## config.mk

```make
export PLATFORM = sky130hd
export DESIGN_NAME = udc_ctrl_status
export DESIGN_NICKNAME = d
export VERILOG_FILES = /design/src/udc_ctrl_status.v
export VERILOG_INCLUDE_DIRS = /design/src
export SDC_FILE = /design/constraint.sdc
export NUM_CORES = 1
export LEC_CHECK = 0
export BUFFER_PORTS_ARGS = -buffer_cell sky130_fd_sc_hd__buf_2
export CAP_MARGIN = 25
export CORE_MARGIN = 2
export CORE_UTILIZATION = 46
export CTS_CLUSTER_DIAMETER = 60
export DETAILED_ROUTE_END_ITERATION = 10
export PLACE_DENSITY_LB_ADDON = 0.05
export SYNTH_ARGS = -nofsm -noshare
export SYNTH_HDL_FRONTEND = slang
export SYNTH_SLANG_ARGS = --single-unit
```

## constraint.sdc

```tcl
create_clock -name pclk -period 2.8 [get_ports pclk]
set_clock_uncertainty 0.15 [all_clocks]
set_input_delay 0.42 -clock pclk [delete_from_list [all_inputs] [get_ports pclk]]
set_output_delay 0.42 -clock pclk [all_outputs]
set_load 0.03 [all_outputs]
```

## src/udc_regs.vh

```
`ifndef UDC_REGS_VH
`define UDC_REGS_VH

`define UDC_OFS_CTL        8'h40
`define UDC_OFS_FLAGS      8'h44
`define UDC_OFS_STAT       8'h48
`define UDC_OFS_ADDR       8'h4C

`define UDC_CTL_RESET      16'h0003
`define UDC_CTL_MASK       16'hFFBF

`define UDC_B_SOFT_RST     0
`define UDC_B_CLOSE        1
`define UDC_B_LOWPWR       2
`define UDC_B_SUSPEND      3
`define UDC_B_RESUME       4
`define UDC_B_LPM_RESUME   5
`define UDC_B_LPM          7
`define UDC_B_MISSED       8
`define UDC_B_SOF          9
`define UDC_B_BUSRST       10
`define UDC_B_SUSP_FLAG    11
`define UDC_B_WAKE         12
`define UDC_B_ERROR        13
`define UDC_B_PKTMEM       14
`define UDC_B_XFER         15
`define UDC_B_DIR          4

`define UDC_W0C_MASK       16'h7F80
`define UDC_ADDR_MASK      8'hFF
`define UDC_LOCK_SOFS      2'h2

`define UDC_IDLE_TIME_US   3000
`define UDC_CLK_MHZ        10
`define UDC_RESUME_TIME_US 10
`define UDC_LPM_TIME_US    50

`endif

```

## src/udc_ctrl_status.v

```verilog
// The implementer's own choice: register access over APB.
`timescale 1ns/1ps
`include "udc_regs.vh"

// Functional notes
// lpm resume bit sends l1 resume signalling, hardware clears it when done
// resume bit set drives a resume request toward the host
// suspend-set bit places device in suspend
// low-power bit enters low power in suspend; hardware clears it on bus activity in suspend
// close bit shuts device down and disconnects from host
// soft reset bit holds the core in reset
// missed-frame, lpm and frame-start enables gate their interrupts
// transfer-done flag set on every successful transaction, read only
// packet memory overrun flag set by hardware, cleared by writing 0
// error flag set on transaction error, cleared by writing 0
// wake flag set on bus activity in suspend, cleared by writing 0
// suspend flag set after 3 ms idle bus, cleared by writing 0
// bus reset flag set on usb reset, cleared by writing 0
// frame start flag set on each sof, cleared by writing 0
// missed frame flag set when expected sof is absent, cleared by 0
// lpm request flag set on acked l1 transaction, cleared by 0
// direction bit reports latest transaction, 0 out and 1 in
// four-bit endpoint field reports latest transaction endpoint
// two status bits show live d+ and d- levels
// lock bit set after two consecutive sofs
// lost-frame counter counts missed frames, cleared on sof
// frame number counter increments on every sof
// interrupt only when flag and enable both set
// writing 1 to a write-zero-clear flag leaves it unchanged
// frame and lost-frame counters wrap to zero
module udc_ctrl_status #(
	parameter IDLE_CYCLES = `UDC_IDLE_TIME_US * `UDC_CLK_MHZ
) (
	input  wire        pclk,
	input  wire        presetn,
	input  wire        psel,
	input  wire        penable,
	input  wire        pwrite,
	input  wire [7:0]  paddr,
	input  wire [31:0] pwdata,
	output wire        pready,
	output reg  [31:0] prdata,
	output wire        pslverr,
	input  wire        ev_xfer_done,
	input  wire        ev_xfer_dir,
	input  wire [3:0]  ev_xfer_ep,
	input  wire        ev_pktmem_ovr,
	input  wire        ev_xact_error,
	input  wire        ev_bus_activity,
	input  wire        ev_bus_reset,
	input  wire        ev_sof,
	input  wire        ev_frame_tick,
	input  wire        ev_lpm_ack,
	input  wire        dplus_level,
	input  wire        dminus_level,
	output wire        irq,
	output wire        core_reset,
	output wire        core_close,
	output wire        suspended,
	output wire        low_power,
	output wire        resume_drive,
	output wire        lpm_resume_drive,
	output wire [6:0]  dev_addr,
	output wire        dev_enable
);

	localparam RES_CYCLES = `UDC_RESUME_TIME_US * `UDC_CLK_MHZ;
	localparam LPM_CYCLES = `UDC_LPM_TIME_US * `UDC_CLK_MHZ;

	localparam SIG_IDLE   = 2'b00;
	localparam SIG_RESUME = 2'b01;
	localparam SIG_LPM    = 2'b10;

	reg  [15:0] ctl;
	reg  [15:0] flags;
	reg  [3:0]  endpoint_index;
	reg         xfer_dir;
	reg  [10:0] frame_number;
	reg  [1:0]  frames_lost_count;
	reg  [1:0]  sof_run;
	reg  [7:0]  function_address;
	reg  [31:0] idle_cnt;
	reg  [15:0] sig_cnt;
	reg  [1:0]  sig_state;
	reg  [1:0]  next_sig_state;
	reg  [15:0] next_flags;
	reg  [15:0] ev_vec;

	wire wr_en = psel & penable & pwrite;
	wire lock  = (sof_run == `UDC_LOCK_SOFS);

	function hit;
		input [7:0] a;
		input [7:0] ofs;
		begin
			hit = (a == ofs);
		end
	endfunction

	assign pready  = 1'b1;
	assign pslverr = 1'b0;

	assign core_reset       = ctl[`UDC_B_SOFT_RST];
	assign core_close       = ctl[`UDC_B_CLOSE];
	assign suspended        = ctl[`UDC_B_SUSPEND];
	assign low_power        = ctl[`UDC_B_SUSPEND] & ctl[`UDC_B_LOWPWR];
	assign resume_drive     = (sig_state == SIG_RESUME);
	assign lpm_resume_drive = (sig_state == SIG_LPM);
	assign dev_addr         = function_address[6:0];
	assign dev_enable       = function_address[7];
	// each enable gates only its own flag; the flags themselves set regardless
	wire en_xfer             = ctl[`UDC_B_XFER];
	wire en_pktmem           = ctl[`UDC_B_PKTMEM];
	wire en_error            = ctl[`UDC_B_ERROR];
	wire en_wake             = ctl[`UDC_B_WAKE];
	wire en_susp             = ctl[`UDC_B_SUSP_FLAG];
	wire en_busrst           = ctl[`UDC_B_BUSRST];
	wire frame_start_irq_en  = ctl[`UDC_B_SOF];
	wire missed_frame_irq_en = ctl[`UDC_B_MISSED];
	wire lpm_irq_en          = ctl[`UDC_B_LPM];
	wire irq_xfer            = flags[`UDC_B_XFER] & en_xfer;
	wire irq_pktmem          = flags[`UDC_B_PKTMEM] & en_pktmem;
	wire irq_error           = flags[`UDC_B_ERROR] & en_error;
	wire irq_wake            = flags[`UDC_B_WAKE] & en_wake;
	wire irq_susp            = flags[`UDC_B_SUSP_FLAG] & en_susp;
	wire irq_busrst          = flags[`UDC_B_BUSRST] & en_busrst;
	wire irq_sof             = flags[`UDC_B_SOF] & frame_start_irq_en;
	wire irq_missed          = flags[`UDC_B_MISSED] & missed_frame_irq_en;
	wire irq_lpm             = flags[`UDC_B_LPM] & lpm_irq_en;
	assign irq = irq_xfer | irq_pktmem | irq_error
		| irq_wake | irq_susp | irq_busrst
		| irq_sof | irq_missed | irq_lpm;

	wire set_xfer   = ev_xfer_done;
	wire set_pktmem = ev_pktmem_ovr;
	wire set_error  = ev_xact_error;
	wire set_wake   = ev_bus_activity & ctl[`UDC_B_SUSPEND];
	wire set_susp   = ~ev_bus_activity & (idle_cnt == IDLE_CYCLES - 1);
	wire set_busrst = ev_bus_reset;
	wire set_sof    = ev_sof;
	wire set_missed = ev_frame_tick & ~ev_sof;
	wire set_lpm    = ev_lpm_ack;

	always @* begin
		ev_vec = 16'h0000;
		ev_vec[`UDC_B_XFER]      = set_xfer;
		ev_vec[`UDC_B_PKTMEM]    = set_pktmem;
		ev_vec[`UDC_B_ERROR]     = set_error;
		ev_vec[`UDC_B_WAKE]      = set_wake;
		ev_vec[`UDC_B_SUSP_FLAG] = set_susp;
		ev_vec[`UDC_B_BUSRST]    = set_busrst;
		ev_vec[`UDC_B_SOF]       = set_sof;
		ev_vec[`UDC_B_MISSED]    = set_missed;
		ev_vec[`UDC_B_LPM]       = set_lpm;
	end

	// set wins over a simultaneous write-zero clear
	always @* begin
		next_flags = flags;
		if (wr_en && hit(paddr, `UDC_OFS_FLAGS))
			next_flags = flags & (pwdata[15:0] | ~`UDC_W0C_MASK);
		next_flags = next_flags | ev_vec;
	end

	always @* begin
		next_sig_state = sig_state;
		case (sig_state)
		SIG_IDLE: begin
			if (ctl[`UDC_B_LPM_RESUME])
				next_sig_state = SIG_LPM;
			else if (ctl[`UDC_B_RESUME])
				next_sig_state = SIG_RESUME;
		end
		SIG_RESUME: begin
			if (sig_cnt == RES_CYCLES - 1)
				next_sig_state = SIG_IDLE;
		end
		SIG_LPM: begin
			if (sig_cnt == LPM_CYCLES - 1)
				next_sig_state = SIG_IDLE;
		end
		default: next_sig_state = SIG_IDLE;
		endcase
	end

	always @(posedge pclk or negedge presetn) begin
		if (!presetn)
			sig_state <= SIG_IDLE;
		else
			sig_state <= next_sig_state;
	end

	// the burst timer restarts at every entry so a repeated resume gets a full burst
	always @(posedge pclk or negedge presetn) begin
		if (!presetn)
			sig_cnt <= 16'h0000;
		else if (sig_state == SIG_IDLE || next_sig_state == SIG_IDLE)
			sig_cnt <= 16'h0000;
		else
			sig_cnt <= sig_cnt + 16'h0001;
	end

	wire ctl_wr    = wr_en && hit(paddr, `UDC_OFS_CTL);
	wire addr_wr   = wr_en && hit(paddr, `UDC_OFS_ADDR);
	// hardware clears lose to a software write in the same cycle
	wire lpm_done  = (sig_state == SIG_LPM) && (next_sig_state == SIG_IDLE);
	wire wake_exit = ctl[`UDC_B_SUSPEND] && ev_bus_activity;

	always @(posedge pclk or negedge presetn) begin
		if (!presetn) begin
			ctl <= `UDC_CTL_RESET;
		end else if (ctl_wr) begin
			ctl <= pwdata[15:0] & `UDC_CTL_MASK;
		end else begin
			if (lpm_done)
				ctl[`UDC_B_LPM_RESUME] <= 1'b0;
			if (wake_exit)
				ctl[`UDC_B_LOWPWR] <= 1'b0;
		end
	end

	// a bus reset returns to the default address but leaves the enable alone
	always @(posedge pclk or negedge presetn) begin
		if (!presetn) begin
			function_address <= 8'h00;
		end else if (addr_wr) begin
			function_address <= pwdata[7:0] & `UDC_ADDR_MASK;
		end else if (ev_bus_reset) begin
			function_address[6:0] <= 7'h00;
		end
	end

	// soft reset holds the event side, so the core restarts from a clean frame state
	wire core_hold = ctl[`UDC_B_SOFT_RST];

	reg  [10:0] next_frame_number;
	reg  [1:0]  next_frames_lost_count;
	reg  [1:0]  next_sof_run;
	reg  [31:0] next_idle_cnt;

	always @* begin
		next_frame_number      = frame_number;
		next_frames_lost_count = frames_lost_count;
		next_sof_run           = sof_run;
		next_idle_cnt          = idle_cnt;
		if (core_hold) begin
			next_frame_number      = 11'h000;
			next_frames_lost_count = 2'h0;
			next_sof_run           = 2'h0;
			next_idle_cnt          = 32'h00000000;
		end else begin
			if (set_sof) begin
				next_frame_number      = frame_number + 11'h001;
				next_frames_lost_count = 2'h0;
				if (sof_run != `UDC_LOCK_SOFS)
					next_sof_run = sof_run + 2'h1;
			end else if (set_missed) begin
				next_frames_lost_count = frames_lost_count + 2'h1;
				next_sof_run           = 2'h0;
			end
			// the timer parks at its limit so one idle spell raises the flag only once
			if (ev_bus_activity || ctl[`UDC_B_CLOSE])
				next_idle_cnt = 32'h00000000;
			else if (idle_cnt != IDLE_CYCLES)
				next_idle_cnt = idle_cnt + 32'h00000001;
		end
	end

	always @(posedge pclk or negedge presetn) begin
		if (!presetn) begin
			frame_number      <= 11'h000;
			frames_lost_count <= 2'h0;
			sof_run           <= 2'h0;
			idle_cnt          <= 32'h00000000;
		end else begin
			frame_number      <= next_frame_number;
			frames_lost_count <= next_frames_lost_count;
			sof_run           <= next_sof_run;
			idle_cnt          <= next_idle_cnt;
		end
	end

	always @(posedge pclk or negedge presetn) begin
		if (!presetn) begin
			flags <= 16'h0000;
		end else if (core_hold) begin
			flags <= 16'h0000;
		end else begin
			flags <= next_flags;
		end
	end

	// direction and endpoint follow the latest good transaction only
	always @(posedge pclk or negedge presetn) begin
		if (!presetn) begin
			endpoint_index <= 4'h0;
			xfer_dir       <= 1'b0;
		end else if (!core_hold && ev_xfer_done) begin
			endpoint_index <= ev_xfer_ep;
			xfer_dir       <= ev_xfer_dir;
		end
	end

	wire [15:0] rd_ctl;
	wire [15:0] rd_flags;
	wire [15:0] rd_stat;

	// the reserved control bit always reads back as zero
	assign rd_ctl[15:7]                = ctl[15:7];
	assign rd_ctl[6]                   = 1'b0;
	assign rd_ctl[`UDC_B_LPM_RESUME]   = ctl[`UDC_B_LPM_RESUME];
	assign rd_ctl[`UDC_B_RESUME]       = ctl[`UDC_B_RESUME];
	assign rd_ctl[`UDC_B_SUSPEND]      = ctl[`UDC_B_SUSPEND];
	assign rd_ctl[`UDC_B_LOWPWR]       = ctl[`UDC_B_LOWPWR];
	assign rd_ctl[`UDC_B_CLOSE]        = ctl[`UDC_B_CLOSE];
	assign rd_ctl[`UDC_B_SOFT_RST]     = ctl[`UDC_B_SOFT_RST];
	assign rd_flags[15:7]              = flags[15:7];
	assign rd_flags[6:5]               = 2'b00;
	assign rd_flags[`UDC_B_DIR]        = xfer_dir;
	assign rd_flags[3:0]               = endpoint_index;
	assign rd_stat[15]                 = dplus_level;
	assign rd_stat[14]                 = dminus_level;
	assign rd_stat[13]                 = lock;
	assign rd_stat[12:11]              = frames_lost_count;
	assign rd_stat[10:0]               = frame_number;

	always @* begin
		prdata = 32'h00000000;
		case (paddr)
		`UDC_OFS_CTL:   prdata[15:0] = rd_ctl;
		`UDC_OFS_FLAGS: prdata[15:0] = rd_flags;
		`UDC_OFS_STAT:  prdata[15:0] = rd_stat;
		`UDC_OFS_ADDR:  prdata[7:0]  = function_address;
		default:        prdata = 32'h00000000;
		endcase
	end

endmodule // udc_ctrl_status

```

==> impl_metrics.yaml <==
synthesis:
  synthTopCellsByArea: "dfrtp_1 47%, nor2_1 6.1%, xor2_1 4.9%"
  ys_seq_area_share_pct: 47.87
  yosysUniqueCellTypes: 47
  ys.flop_type: "dfrtp_1"
  yosys.area.top_type: "dfrtp_1"
  syn_area_per_cell_um2: 9.794
  synthCells: 545
  yosysWarningCount: 0
  synth_edf_count: 0
  syn-cell-area_um2: 5338
  yosysMostFrequentCell: "dfrtp_1"
  synth.top_cell.area_share_pct: 46.88
  synth_common_cells: "100 x dfrtp_1, 87 x nor2_1, 38 x nand2_1"
  ys_async_sr_fraction_pct: 100.0
  ys_seq_elements: 102
global_route:
  overflow: 0
  antenna_found_initial: 0
  grt_pass1_vias: 4056
  grt_first_pass_wirelength_mm: 20.48
  grt_util_all_layers_pct: 20.49
  grt_max_degree: 61
die:
  placeableCoreArea_um2: 11370
  rows: 39
  die_x_um: 111.7
  initial_core_util_pct: 46.95
  fp.dieArea_um2: 12480
  die_y_um: 111.7
  num_io_pins: 109
cts:
  clk_pin_slew_worst_paths_ns: 0.07
  cts.sinks: 102
  tritoncts: "yes"
  clk_path_buf_depth: 2
  postCtsSetupBuffers: 0
  ctsRootBufferMaster: "clkbuf_16"
  clock_latency_ns: 0.35
  htreeDepth: 3
  cts_buffers: 9
routing:
  num_vias: 4065
  drc_errors: 0
  viasPerCell: 5.272
  drt-initial-drc-count: 251
  ant_nets: 0
  drtPass1Iterations: 4
  m1WireLength_mm: 5.940
  wl_met2_mm: 5.446
  wl_per_cell_um: 15.57
  wl_mm: 12.01
  highest_layer: "met4"
  wl_met3_um: 518
sta:
  slew_viol_final: 0
  tightest_slew_ns: 0.5478
  final-setup-viol-count: 0
  setup_tns_ns: 0
  fmax_mhz: 417.1
  fin_crit_sh_pct: 85.63
  rsz0062_at_grt: "no"
  fin_crit_ns: 2.398
  finalHoldViolations: 0
  relSlewSlack_pct: 63.40
cells_and_area:
  area_delta_synth_final_pct: 15.05
  drive_gt1_share_pct: 21.82
  nets: 688
  num_antenna_cells: 0
  final_cells: 771
  nFillCells: 1061
critical_path:
  timing.rr.start: "sig_cnt[0]"
  cp-start-kind: "primary input"
  crit_top_cell: "buf_2"
  criticalPathCategory: "in2out"
  r2r-end: "sig_cnt[14]"
  slowest_delay_ns: 0.29
  arrival_ns: 1.83
  worstPathRequired_ns: 2.23
  cp_max_fo: 10
  reg2reg_slack_ns: 0.68
  end_kind: "output pin"
  critPathSlowestCell: "nand3b_2"
  path_cells: "buf_2 > nor4_2 > nand3b_2 > buf_4 > nor3_1 > buf_2"
  r2r_cells: 7
pwr:
  peakVddDrop_mv: 0.4772
  leakage_nw: 2.877
  power_mw: 3.394
  powerDensity_nw_per_um2: 552.7
outcome:
  status: "finished, final reports clean"
worst_hold_path:
  hold_class: "in2reg"
  holdPathStages: 3
  min_from: "pwdata[6]"
  min_to: "function_address[6]"
place:
  gp_congestion: 0.8077
  io_buffer_count: 74
  dp_hpwl_mm: 8.442
  dp.cells: 754
run:
  max_cap_violations: 0
[final cells by class]
type                       count  area [µm²]  share of cell area, %
timing repair buffer          89       500.5                  8.150
clock buffer                  13       270.3                  4.401
inverter                      19       71.32                  1.161
clock inverter                 3       17.52                 0.2852
tap                          143       178.9                  2.914
sequential                   102        2555                  41.61
multi-input combinational    402        2547                  41.48
[power breakdown]
part / internal [mW] / total (mW) / switching [mW]
logic: 0.205 / 0.508 / 0.303
registers: 1.57 / 1.67 / 0.102
clock network: 0.674 / 1.21 / 0.538
total: 2.45 / 3.39 / 0.943
[worst max-delay path: cells and delay by family]
family	cells	cell delay [ns]
buffers and inverters	3	0.62
AND/OR/NAND/NOR	3	0.78
[metrics by stage]
| stage | utilization [%] | cell area (µm²) | setup WS [ns] | hold slack, ns |
|---|---|---|---|---|
| after floorplan | - | 5398 | 0.4350 | -0.02559 |
| after global placement | 51.39 | 5843 | 0.3539 | 0.1244 |
| after detailed placement | 51.39 | 5843 | 0.3021 | 0.1245 |
| after CTS | 54.01 | 6141 | 0.4044 | 0.1184 |
| after global routing | 54.01 | 6141 | 0.3145 | 0.1334 |
| final | 54.01 | 6141 | 0.4022 | 0.1280 |
[metal layers]
layer / GRT usage (%) / up-vias
met3: 5.553 / 8
met4: 5.597 / 0
met5: 0 / -
li1: - / 1999
met1: 28.45 / 1971
met2: 31.96 / 87
[placed cells by master, fill, tap and decap left out, types with 5 or more instances in the layout]
master	instances
nand3_1	23
xnor2_1	20
a21oi_1	24
conb_1	18
nand4_1	16
or3_1	7
ha_1	5
nand2_1	38
inv_1	19
clkbuf_16	9
and2b_1	5
and4_1	5
xor2_1	30
buf_4	14
buf_2	73
and3_1	10
nor4_1	6
nor3_1	14
dfrtp_1	100
mux4_2	6
mux2_4	6
mux2_2	13
o21ai_0	24
nor2_1	87
mux2i_1	11
[how the worst max path moves through the flow]
stage	from	endpoint	cells after the start
global route	paddr[1]	prdata[6]	6
CTS	paddr[1]	prdata[6]	6
floorplan	paddr[1]	prdata[6]	4
finish	paddr[1]	prdata[6]	6
global placement	paddr[1]	ctl[11]	6
detailed placement	paddr[1]	ctl[12]	6
[timing repair]
action | in CTS | in global routing
hold endpoints to repair | 10 | 0
resized for setup | 0 | 0
hold buffers | 1 | 0
[sequential cells by signal, summed over array words and instances, names as in the netlist]
| name | flops |
|---|---|
| ctl | 15 |
| endpoint_index | 4 |
| flags | 9 |
| frame_number | 11 |
| frames_lost_count | 2 |
| function_address | 8 |
| idle_cnt | 32 |
| sig_cnt | 16 |
| sig_state | 2 |
| sof_run | 2 |
| xfer_dir | 1 |
[kinds of logic after synthesis]
kind of cell / count (synthesis) / share of synthesized area, %
AOI/OAI and AO/OA: 59 / 6.189
buffers and inverters: 57 / 5.649
DFF: 102 / 47.87
xor gates and xnor gates: 50 / 8.204
adders and majority gates: 5 / 1.172
other: 2 / 0.1407
muxes: 36 / 9.025
and+or+nand+nor: 234 / 21.75
No activity file was read; power rests on OpenSTA's default activity.
